==> config.mk <==
export PLATFORM = sky130hd
export DESIGN_NAME = usrc_core
export DESIGN_NICKNAME = d
export VERILOG_FILES = /design/src/usrc_pkg.sv /design/src/usrc_settle_timer.sv /design/src/usrc_core.sv
export SDC_FILE = /design/constraint.sdc
export NUM_CORES = 1
export LEC_CHECK = 0
export ABC_AREA = 1
export BUFFER_PORTS_ARGS = -buffer_cell sky130_fd_sc_hd__clkbuf_2
export CORE_MARGIN = 1
export CORE_UTILIZATION = 40
export DETAILED_ROUTE_END_ITERATION = 10
export GPL_TIMING_DRIVEN = 1
export PLACE_DENSITY_LB_ADDON = 0.08
export SYNTH_ARGS = -nofsm -noshare
export SYNTH_HDL_FRONTEND = slang
export SYNTH_SLANG_ARGS = --single-unit
==> constraint.sdc <==
create_clock -name mclk_in -period 1.69 [get_ports mclk_in]
set_input_delay 0 -clock mclk_in [delete_from_list [all_inputs] [get_ports mclk_in]]
set_output_delay 0 -clock mclk_in [all_outputs]
set_load 0.01 [all_outputs]
==> src/usrc_pkg.sv <==
// shared constants and carrier types for the usb supply regulator control
package usrc_pkg;

    localparam int ADDR_W = 12;
    localparam int DATA_W = 32;
    localparam int NUM_EV = 3;

    // register offsets
    localparam logic [11:0] OFF_EV_ARRIVAL  = 12'h100;
    localparam logic [11:0] OFF_EV_LOSS     = 12'h104;
    localparam logic [11:0] OFF_EV_READY    = 12'h108;
    localparam logic [11:0] OFF_PUB_ARRIVAL = 12'h180;
    localparam logic [11:0] OFF_PUB_LOSS    = 12'h184;
    localparam logic [11:0] OFF_PUB_READY   = 12'h188;
    localparam logic [11:0] OFF_IRQ_EN      = 12'h300;
    localparam logic [11:0] OFF_IRQ_EN_SET  = 12'h304;
    localparam logic [11:0] OFF_IRQ_EN_CLR  = 12'h308;
    localparam logic [11:0] OFF_SUPPLY_STAT = 12'h400;
    localparam logic [11:0] OFF_RESET_CAUSE = 12'h500;

    // event indices, also bit positions in the irq enable registers
    localparam int EV_ARRIVAL = 0;
    localparam int EV_LOSS    = 1;
    localparam int EV_READY   = 2;

    // field positions
    localparam int EV_FLAG_BIT    = 0;
    localparam int STAT_VBUS_BIT  = 0;
    localparam int STAT_READY_BIT = 1;
    localparam int CAUSE_VBUS_BIT = 0;
    localparam int PUB_CHAN_W     = 8;
    localparam int PUB_EN_BIT     = 31;

    // reset values
    localparam logic [31:0] EV_RESET     = 32'h0000_0000;
    localparam logic [31:0] PUB_RESET    = 32'h0000_0000;
    localparam logic [2:0]  IRQ_EN_RESET = 3'h0;

    // timing: worst case regulator settling time and clock rate
    localparam int SETTLE_TIME_US = 1600;
    localparam int CLK_KHZ        = 10000;
    localparam int SETTLE_CYCLES  = (SETTLE_TIME_US * CLK_KHZ + 999) / 1000;

    // register bus request
    typedef struct packed {
        logic [ADDR_W-1:0] addr;
        logic [DATA_W-1:0] wdata;
        logic              wr;
        logic              rd;
    } usrc_bus_req_t;

    // one event published onto the event interconnect
    typedef struct packed {
        logic                  fire;
        logic [PUB_CHAN_W-1:0] chan;
    } usrc_pub_t;

    // chip power state as seen by this block
    typedef enum logic [1:0] {
        PWR_RUN,
        PWR_SLEEP,
        PWR_WAKE
    } usrc_pwr_t;

endpackage

==> src/usrc_settle_timer.sv <==
// regulator settling timer: ready level and ready pulse after enable
`timescale 1ns/1ps
`default_nettype none
module usrc_settle_timer
    import usrc_pkg::*;
#(
    parameter int CYCLES = SETTLE_CYCLES
) (
    // clock and reset
    input  wire logic mclk_in,
    input  wire logic reset_n_in,
    // control
    input  wire logic enable_in,
    // result
    output logic      ready_out,
    output logic      ready_pulse_out
);

    localparam int CNT_W = $clog2(CYCLES + 1);
    localparam logic [CNT_W-1:0] LAST = CNT_W'(CYCLES - 1);

    logic [CNT_W-1:0] count_reg;
    logic             ready_reg;

    // counts while enabled until ready, restarts whenever the regulator drops
    always_ff @(posedge mclk_in or negedge reset_n_in) begin
        if (!reset_n_in) begin
            count_reg <= '0;
        end else if (!enable_in) begin
            count_reg <= '0;
        end else if (!ready_reg) begin
            count_reg <= count_reg + 1'b1;
        end
    end

    // ready stands until the regulator is switched off
    always_ff @(posedge mclk_in or negedge reset_n_in) begin
        if (!reset_n_in) begin
            ready_reg <= 1'b0;
        end else if (!enable_in) begin
            ready_reg <= 1'b0;
        end else if (count_reg == LAST) begin
            ready_reg <= 1'b1;
        end
    end

    assign ready_out       = ready_reg;
    assign ready_pulse_out = enable_in && !ready_reg && (count_reg == LAST);

endmodule
`default_nettype wire

==> src/usrc_core.sv <==
// usb supply regulator control: vbus events, regulator switch, registers
//
// Summary of operation
// - a vbus rise into range sets the arrival event flag at offset 0x100.
// - a vbus fall out of range sets the loss event flag at offset 0x104.
// - in deep sleep a vbus rise requests a chip reset, then running state.
// - a vbus wakeup from deep sleep sets the vbus bit of the reset cause.
// - the regulator is on only while usb enable and vbus are both present.
// - the ready event at 0x108 is set once settling time has elapsed.
// - supply state at 0x400 shows vbus detection and regulator readiness.
// - each event register holds one flag in bit 0, reset to zero.
// - three publish registers at 0x180..0x188 route the events outward.
// - irq enable, enable set and enable clear sit at 0x300..0x308.
// - writing 1 to set or clear enables or disables; reads show enables.
// - supply state bit 0 is vbus detection and the events follow it.
//
// The plain strobed port was chosen for this implementation.
`timescale 1ns/1ps
`default_nettype none
module usrc_core
    import usrc_pkg::*;
#(
    parameter int SETTLE_CNT = SETTLE_CYCLES
) (
    // clock and reset
    input  wire logic                  mclk_in,
    input  wire logic                  reset_n_in,
    // register bus
    input  wire usrc_bus_req_t         bus_in,
    output logic [DATA_W-1:0]          rdata_out,
    // vbus comparator pin and usb controller enable
    input  wire logic                  vbus_detect_in,
    input  wire logic                  usb_device_controller_enable_in,
    // power management
    input  wire logic                  sleep_req_in,
    output logic                       chip_reset_req_out,
    output logic                       running_out,
    // regulator and events
    output logic                       reg_on_out,
    output usrc_pub_t [NUM_EV-1:0]     pub_out,
    output logic                       irq_out
);

    logic              vbus_meta_reg;
    logic              vbus_present_flag;
    logic              vbus_prev_reg;
    logic              arrival;
    logic              loss;
    logic              reg_on;
    logic              ready;
    logic              ready_pulse;
    logic [NUM_EV-1:0] ev_reg;
    logic [NUM_EV-1:0] ev_hit;
    logic [NUM_EV-1:0] irq_en_reg;
    logic [DATA_W-1:0] pub_cfg_reg [NUM_EV];
    logic              cause_vbus_reg;
    usrc_pwr_t         pwr_reg;
    usrc_pwr_t         pwr_next;
    logic              wr_hit;
    logic [DATA_W-1:0] rdata_reg;
    usrc_pub_t [NUM_EV-1:0] pub_reg;

    // true when a write strobe addresses the given offset
    function automatic logic wr_at(input usrc_bus_req_t req,
                                   input logic [11:0] off);
        return req.wr && (req.addr == off);
    endfunction

    // vbus pin passes two flops before anything reads it
    always_ff @(posedge mclk_in or negedge reset_n_in) begin
        if (!reset_n_in) begin
            vbus_meta_reg     <= 1'b0;
            vbus_present_flag <= 1'b0;
        end else begin
            vbus_meta_reg     <= vbus_detect_in;
            vbus_present_flag <= vbus_meta_reg;
        end
    end

    // previous detection state for edge finding
    always_ff @(posedge mclk_in or negedge reset_n_in) begin
        if (!reset_n_in) begin
            vbus_prev_reg <= 1'b0;
        end else begin
            vbus_prev_reg <= vbus_present_flag;
        end
    end

    // events derive from changes of the detection bit
    assign arrival = vbus_present_flag && !vbus_prev_reg;
    assign loss    = !vbus_present_flag && vbus_prev_reg;

    // regulator switch
    assign reg_on     = usb_device_controller_enable_in && vbus_present_flag;
    assign reg_on_out = reg_on;

    // settling timer behind the regulator switch
    usrc_settle_timer #(
        .CYCLES          (SETTLE_CNT)
    ) u_settle (
        .mclk_in         (mclk_in),
        .reset_n_in      (reset_n_in),
        .enable_in       (reg_on),
        .ready_out       (ready),
        .ready_pulse_out (ready_pulse)
    );

    // hardware event sources in event order
    assign ev_hit = {ready_pulse, loss, arrival};

    // sticky event flags; a hardware set wins over a software clear
    always_ff @(posedge mclk_in or negedge reset_n_in) begin
        if (!reset_n_in) begin
            ev_reg <= EV_RESET[NUM_EV-1:0];
        end else begin
            if (wr_at(bus_in, OFF_EV_ARRIVAL)) begin
                ev_reg[EV_ARRIVAL] <= bus_in.wdata[EV_FLAG_BIT];
            end
            if (wr_at(bus_in, OFF_EV_LOSS)) begin
                ev_reg[EV_LOSS] <= bus_in.wdata[EV_FLAG_BIT];
            end
            if (wr_at(bus_in, OFF_EV_READY)) begin
                ev_reg[EV_READY] <= bus_in.wdata[EV_FLAG_BIT];
            end
            if (arrival) begin
                ev_reg[EV_ARRIVAL] <= 1'b1;
            end
            if (loss) begin
                ev_reg[EV_LOSS] <= 1'b1;
            end
            if (ready_pulse) begin
                ev_reg[EV_READY] <= 1'b1;
            end
        end
    end

    // interrupt enables: plain write, write-one-to-set, write-one-to-clear
    always_ff @(posedge mclk_in or negedge reset_n_in) begin
        if (!reset_n_in) begin
            irq_en_reg <= IRQ_EN_RESET;
        end else if (wr_at(bus_in, OFF_IRQ_EN)) begin
            irq_en_reg <= bus_in.wdata[NUM_EV-1:0];
        end else if (wr_at(bus_in, OFF_IRQ_EN_SET)) begin
            irq_en_reg <= irq_en_reg | bus_in.wdata[NUM_EV-1:0];
        end else if (wr_at(bus_in, OFF_IRQ_EN_CLR)) begin
            irq_en_reg <= irq_en_reg & ~bus_in.wdata[NUM_EV-1:0];
        end
    end

    // level interrupt while any enabled flag is set
    assign irq_out = |(ev_reg & irq_en_reg);

    // publish configuration, one word per event
    always_ff @(posedge mclk_in or negedge reset_n_in) begin
        if (!reset_n_in) begin
            pub_cfg_reg[EV_ARRIVAL] <= PUB_RESET;
            pub_cfg_reg[EV_LOSS]    <= PUB_RESET;
            pub_cfg_reg[EV_READY]   <= PUB_RESET;
        end else begin
            if (wr_at(bus_in, OFF_PUB_ARRIVAL)) begin
                pub_cfg_reg[EV_ARRIVAL] <= bus_in.wdata;
            end
            if (wr_at(bus_in, OFF_PUB_LOSS)) begin
                pub_cfg_reg[EV_LOSS] <= bus_in.wdata;
            end
            if (wr_at(bus_in, OFF_PUB_READY)) begin
                pub_cfg_reg[EV_READY] <= bus_in.wdata;
            end
        end
    end

    // one-cycle publish pulse on the configured channel
    always_ff @(posedge mclk_in or negedge reset_n_in) begin
        if (!reset_n_in) begin
            pub_reg <= '0;
        end else begin
            for (int i = 0; i < NUM_EV; i++) begin
                pub_reg[i].fire <= ev_hit[i]
                                   && pub_cfg_reg[i][PUB_EN_BIT];
                pub_reg[i].chan <= pub_cfg_reg[i][PUB_CHAN_W-1:0];
            end
        end
    end

    assign pub_out = pub_reg;

    // power state: deep sleep, wake reset request, running
    always_comb begin
        pwr_next = pwr_reg;
        case (pwr_reg)
            PWR_RUN: begin
                if (sleep_req_in) begin
                    pwr_next = PWR_SLEEP;
                end
            end
            PWR_SLEEP: begin
                if (arrival) begin
                    pwr_next = PWR_WAKE;
                end
            end
            PWR_WAKE: begin
                pwr_next = PWR_RUN;
            end
            default: begin
                pwr_next = PWR_RUN;
            end
        endcase
    end

    always_ff @(posedge mclk_in or negedge reset_n_in) begin
        if (!reset_n_in) begin
            pwr_reg <= PWR_RUN;
        end else begin
            pwr_reg <= pwr_next;
        end
    end

    assign chip_reset_req_out = (pwr_reg == PWR_WAKE);
    assign running_out        = (pwr_reg == PWR_RUN);

    // reset cause vbus bit, write one to clear, wakeup wins
    always_ff @(posedge mclk_in or negedge reset_n_in) begin
        if (!reset_n_in) begin
            cause_vbus_reg <= 1'b0;
        end else if (pwr_reg == PWR_SLEEP && arrival) begin
            cause_vbus_reg <= 1'b1;
        end else if (wr_at(bus_in, OFF_RESET_CAUSE)
                     && bus_in.wdata[CAUSE_VBUS_BIT]) begin
            cause_vbus_reg <= 1'b0;
        end
    end

    // read mux, data stand one cycle after the strobe, unmapped reads zero
    always_ff @(posedge mclk_in or negedge reset_n_in) begin
        if (!reset_n_in) begin
            rdata_reg <= '0;
        end else if (bus_in.rd) begin
            rdata_reg <= '0;
            case (bus_in.addr)
                OFF_EV_ARRIVAL:  rdata_reg[EV_FLAG_BIT] <= ev_reg[EV_ARRIVAL];
                OFF_EV_LOSS:     rdata_reg[EV_FLAG_BIT] <= ev_reg[EV_LOSS];
                OFF_EV_READY:    rdata_reg[EV_FLAG_BIT] <= ev_reg[EV_READY];
                OFF_PUB_ARRIVAL: rdata_reg <= pub_cfg_reg[EV_ARRIVAL];
                OFF_PUB_LOSS:    rdata_reg <= pub_cfg_reg[EV_LOSS];
                OFF_PUB_READY:   rdata_reg <= pub_cfg_reg[EV_READY];
                OFF_IRQ_EN,
                OFF_IRQ_EN_SET,
                OFF_IRQ_EN_CLR: begin
                    rdata_reg[NUM_EV-1:0] <= irq_en_reg;
                end
                OFF_SUPPLY_STAT: begin
                    rdata_reg[STAT_VBUS_BIT]  <= vbus_present_flag;
                    rdata_reg[STAT_READY_BIT] <= ready;
                end
                OFF_RESET_CAUSE: begin
                    rdata_reg[CAUSE_VBUS_BIT] <= cause_vbus_reg;
                end
                default: begin
                    rdata_reg <= '0;
                end
            endcase
        end else begin
            rdata_reg <= '0;
        end
    end

    assign rdata_out = rdata_reg;

    // any write this cycle, used by the checks below
    assign wr_hit = bus_in.wr;
endmodule
`default_nettype wire

==> impl_metrics.ini <==
[yosys]
synth.avg_cell_area_um2 = 9.44
ys_top_cells_by_area = dfrtp_1 (62%), nand2_1 (12%), o21ai_1 (6.9%)
ys_ff_latch = 182
postSynthCellCount = 780
yosysTopAreaCellShare = 0.618
ys_types = 31
syn_nets = 832
ys_seq_area_frac = 0.618
netlist_area_um2 = 7370
ys_warn_count = 0
yosys.area.top_type = dfrtp_1

[clocking]
path_clk_slew_ns = 0.06
cts_tree = built
clk_latency_ns = 0.43
cts_root_buf = clkbuf_16
cts_max_level = 4
cts_buffers = 17
cts.sinks = 182
cts_max_path_buffers = 2

[flow_run]
maxCapViolCount = 0

[worst_setup_path]
end_kind = flip-flop
r2r-start = u_settle.count_reg[1]
cp_max_fo = 3
start_kind = flip-flop
reg2regPathDepth = 9
timing.rr.end = u_settle.count_reg[13]
crit_type = reg2reg
r2r_slack_ns = 0.13
critPathSlowestCell = dfrtp_1
crit_path_max_incr_delay_ns = 0.42
worstPathArrival_ns = 1.88
cp_data_required_time_ns = 2.01
crit_chain = nand3_1, nor2_2, nand2_1, nor2_1, nand2_1, nor2_1, nand3_1, nand2_1, nor2_1

[sta]
max_freq_mhz = 640
holdWs_ns = 0.0276
slew_headroom = 0.671
worst_pin_slew_ns = 0.493
grt_setup_unrepaired = true
setup_viol = 0
hold_viol = 0
drv_slew = 0
finalCritPeriodShare = 0.924
period_minus_slack_ns = 1.56
final.setup_skew_ns = 0.00915

[finish]
antennaDiodeCount = 0
largest_register_ffs = 96
fin_nets = 988
design_area_um2 = 9250
drive_above_1_share = 0.210
final_common_cell = nand2_1
area_delta_synth_final_pct = 25.5
final_cell_mix = nand2_1 (244), dfrtp_1 (182), clkbuf_2 (112)

[grt]
grt_overflow = 0
grt_antenna_before_repair = 0
grt_max_degree = 93
grt_use_total = 0.194
grt_pass1_vias = 5529
grt_pass1_wl_um = 27700

[power_and_ir_drop]
powerDensity_nw_per_um2 = 946
static-leakage-power_nw = 4.43
peakVddDrop_mv = 0.686

[worst_hold_path]
hold_path_class = in2reg
hold_depth = 5
worstHoldStart = bus_in[43]
min_delay_worst_endpoint = cause_vbus_reg

[detailed_routing]
drc = 0
dr.pass1.iters = 5
vias_per_cell = 4.89
drtAntennaViolNets = 0
wl_per_cell_um = 14.6
routed_wl_um = 17200
num_vias = 5766
drt_iter0_drc = 348

[place]
dp_hpwl_um = 11300
portBuffers = 113
place_area_um2 = 8250
place.gp.congestion = 0.838

[floorplan]
initial_core_util = 0.409
io_pins = 114
rows = 49
dieArea_um2 = 19000
core-area_um2 = 18000
die_width_um = 138
die_h_um = 138

[status]
status = finished clean
area by class of cell:
class,count,area [um2]
Clock buffer,20,457
Clock inverter,12,126
Fill cell,1671,8780
Inverter,64,240
Multi-Input combinational cell,501,2430
Sequential cell,182,4550
Tap cell,229,287
Timing Repair Buffer,170,1150
synth_stat cells:
cell type    n
nand4_1      3
a31oi_2      1
buf_6        1
nor3_1       7
clkbuf_1     7
nand2_1    244
nand3b_1     1
nor3_4       2
nand2_2      7
a31oi_4      9
o22ai_1      1
buf_12       1
o21ai_0     11
buf_2       23
nor2_2       3
buf_1        1
ha_1         1
inv_2        5
a211oi_1     1
dfrtp_1    182
nor4_1       1
nand3_1     28
nand2_4      1
nor2_1      47
a31oi_1     19
inv_1       59
a21oi_1      9
o21ai_1    101
nor2_4       1
nor3b_1      1
o211ai_1     2
metal layers:
| metal | part of all wire | GRT usage | vias up | routed length (um) |
|---|---|---|---|---|
| met4 | 0.015 | 0.0749 | 0 | 265 |
| met5 | 0 | 0 | - | 0 |
| met3 | 0.046 | 0.0394 | 24 | 797 |
| met1 | 0.47 | 0.258 | 2739 | 7990 |
| li1 | - | - | 2841 | - |
| met2 | 0.47 | 0.312 | 162 | 8100 |
cells by family after synthesis:
logic type,count (synthesis),share of synthesized area
simple gates,346,0.193
flops,182,0.618
buf+inv,97,0.0566
compound gates,154,0.130
fa+ha+maj,1,0.00170
stage by stage:
stage	setup slack, ns	power, mW	std cells	util	TNS [ns]
after floorplan	0.261	4.66	780	-	0
after global placement	0.124	4.88	1108	0.458	0
after detailed placement	-0.0320	4.90	1108	0.458	-0.0320
after CTS	0.0586	8.84	1177	0.511	0
after global routing	-0.0109	9.10	1178	0.513	-0.0109
final	0.128	8.74	1178	0.513	0
how the worst max path moves through the flow:
stage / from / endpoint / slack [ns] / depth (start not counted)
floorplan: u_settle.ready_out / u_settle.count_reg[13] / 0.26 / 9
global placement: u_settle.count_reg[0] / pub_out[26] / 0.12 / 9
detailed placement: u_settle.count_reg[0] / pub_out[26] / -0.03 / 9
CTS: u_settle.count_reg[0] / pub_out[26] / 0.06 / 9
global route: u_settle.count_reg[1] / u_settle.count_reg[13] / -0.01 / 9
finish: u_settle.count_reg[1] / u_settle.count_reg[13] / 0.13 / 9
repair_timing:
action | 4_1_cts | 5_1_grt
pin swaps | 0 | 1
setup buffers | 0 | 1
resized for setup | 1 | 8
hold buffers | 37 | 0
endpoints found under the setup margin | 2 | 7
endpoints found under the hold margin | 287 | 0
worst max-delay path, delay by kind of cell (launching register included):
family	cells	cell delay (ns)
and+or+nand+nor	9	1.03
DFF	1	0.42
power by group:
group / internal (mW) / switching (mW) / total (mW)
registers: 4.40 / 0.0437 / 4.45
logic: 0.192 / 0.270 / 0.462
clock network: 2.13 / 1.71 / 3.84
Note: power is estimated with default switching activity, not from simulation.
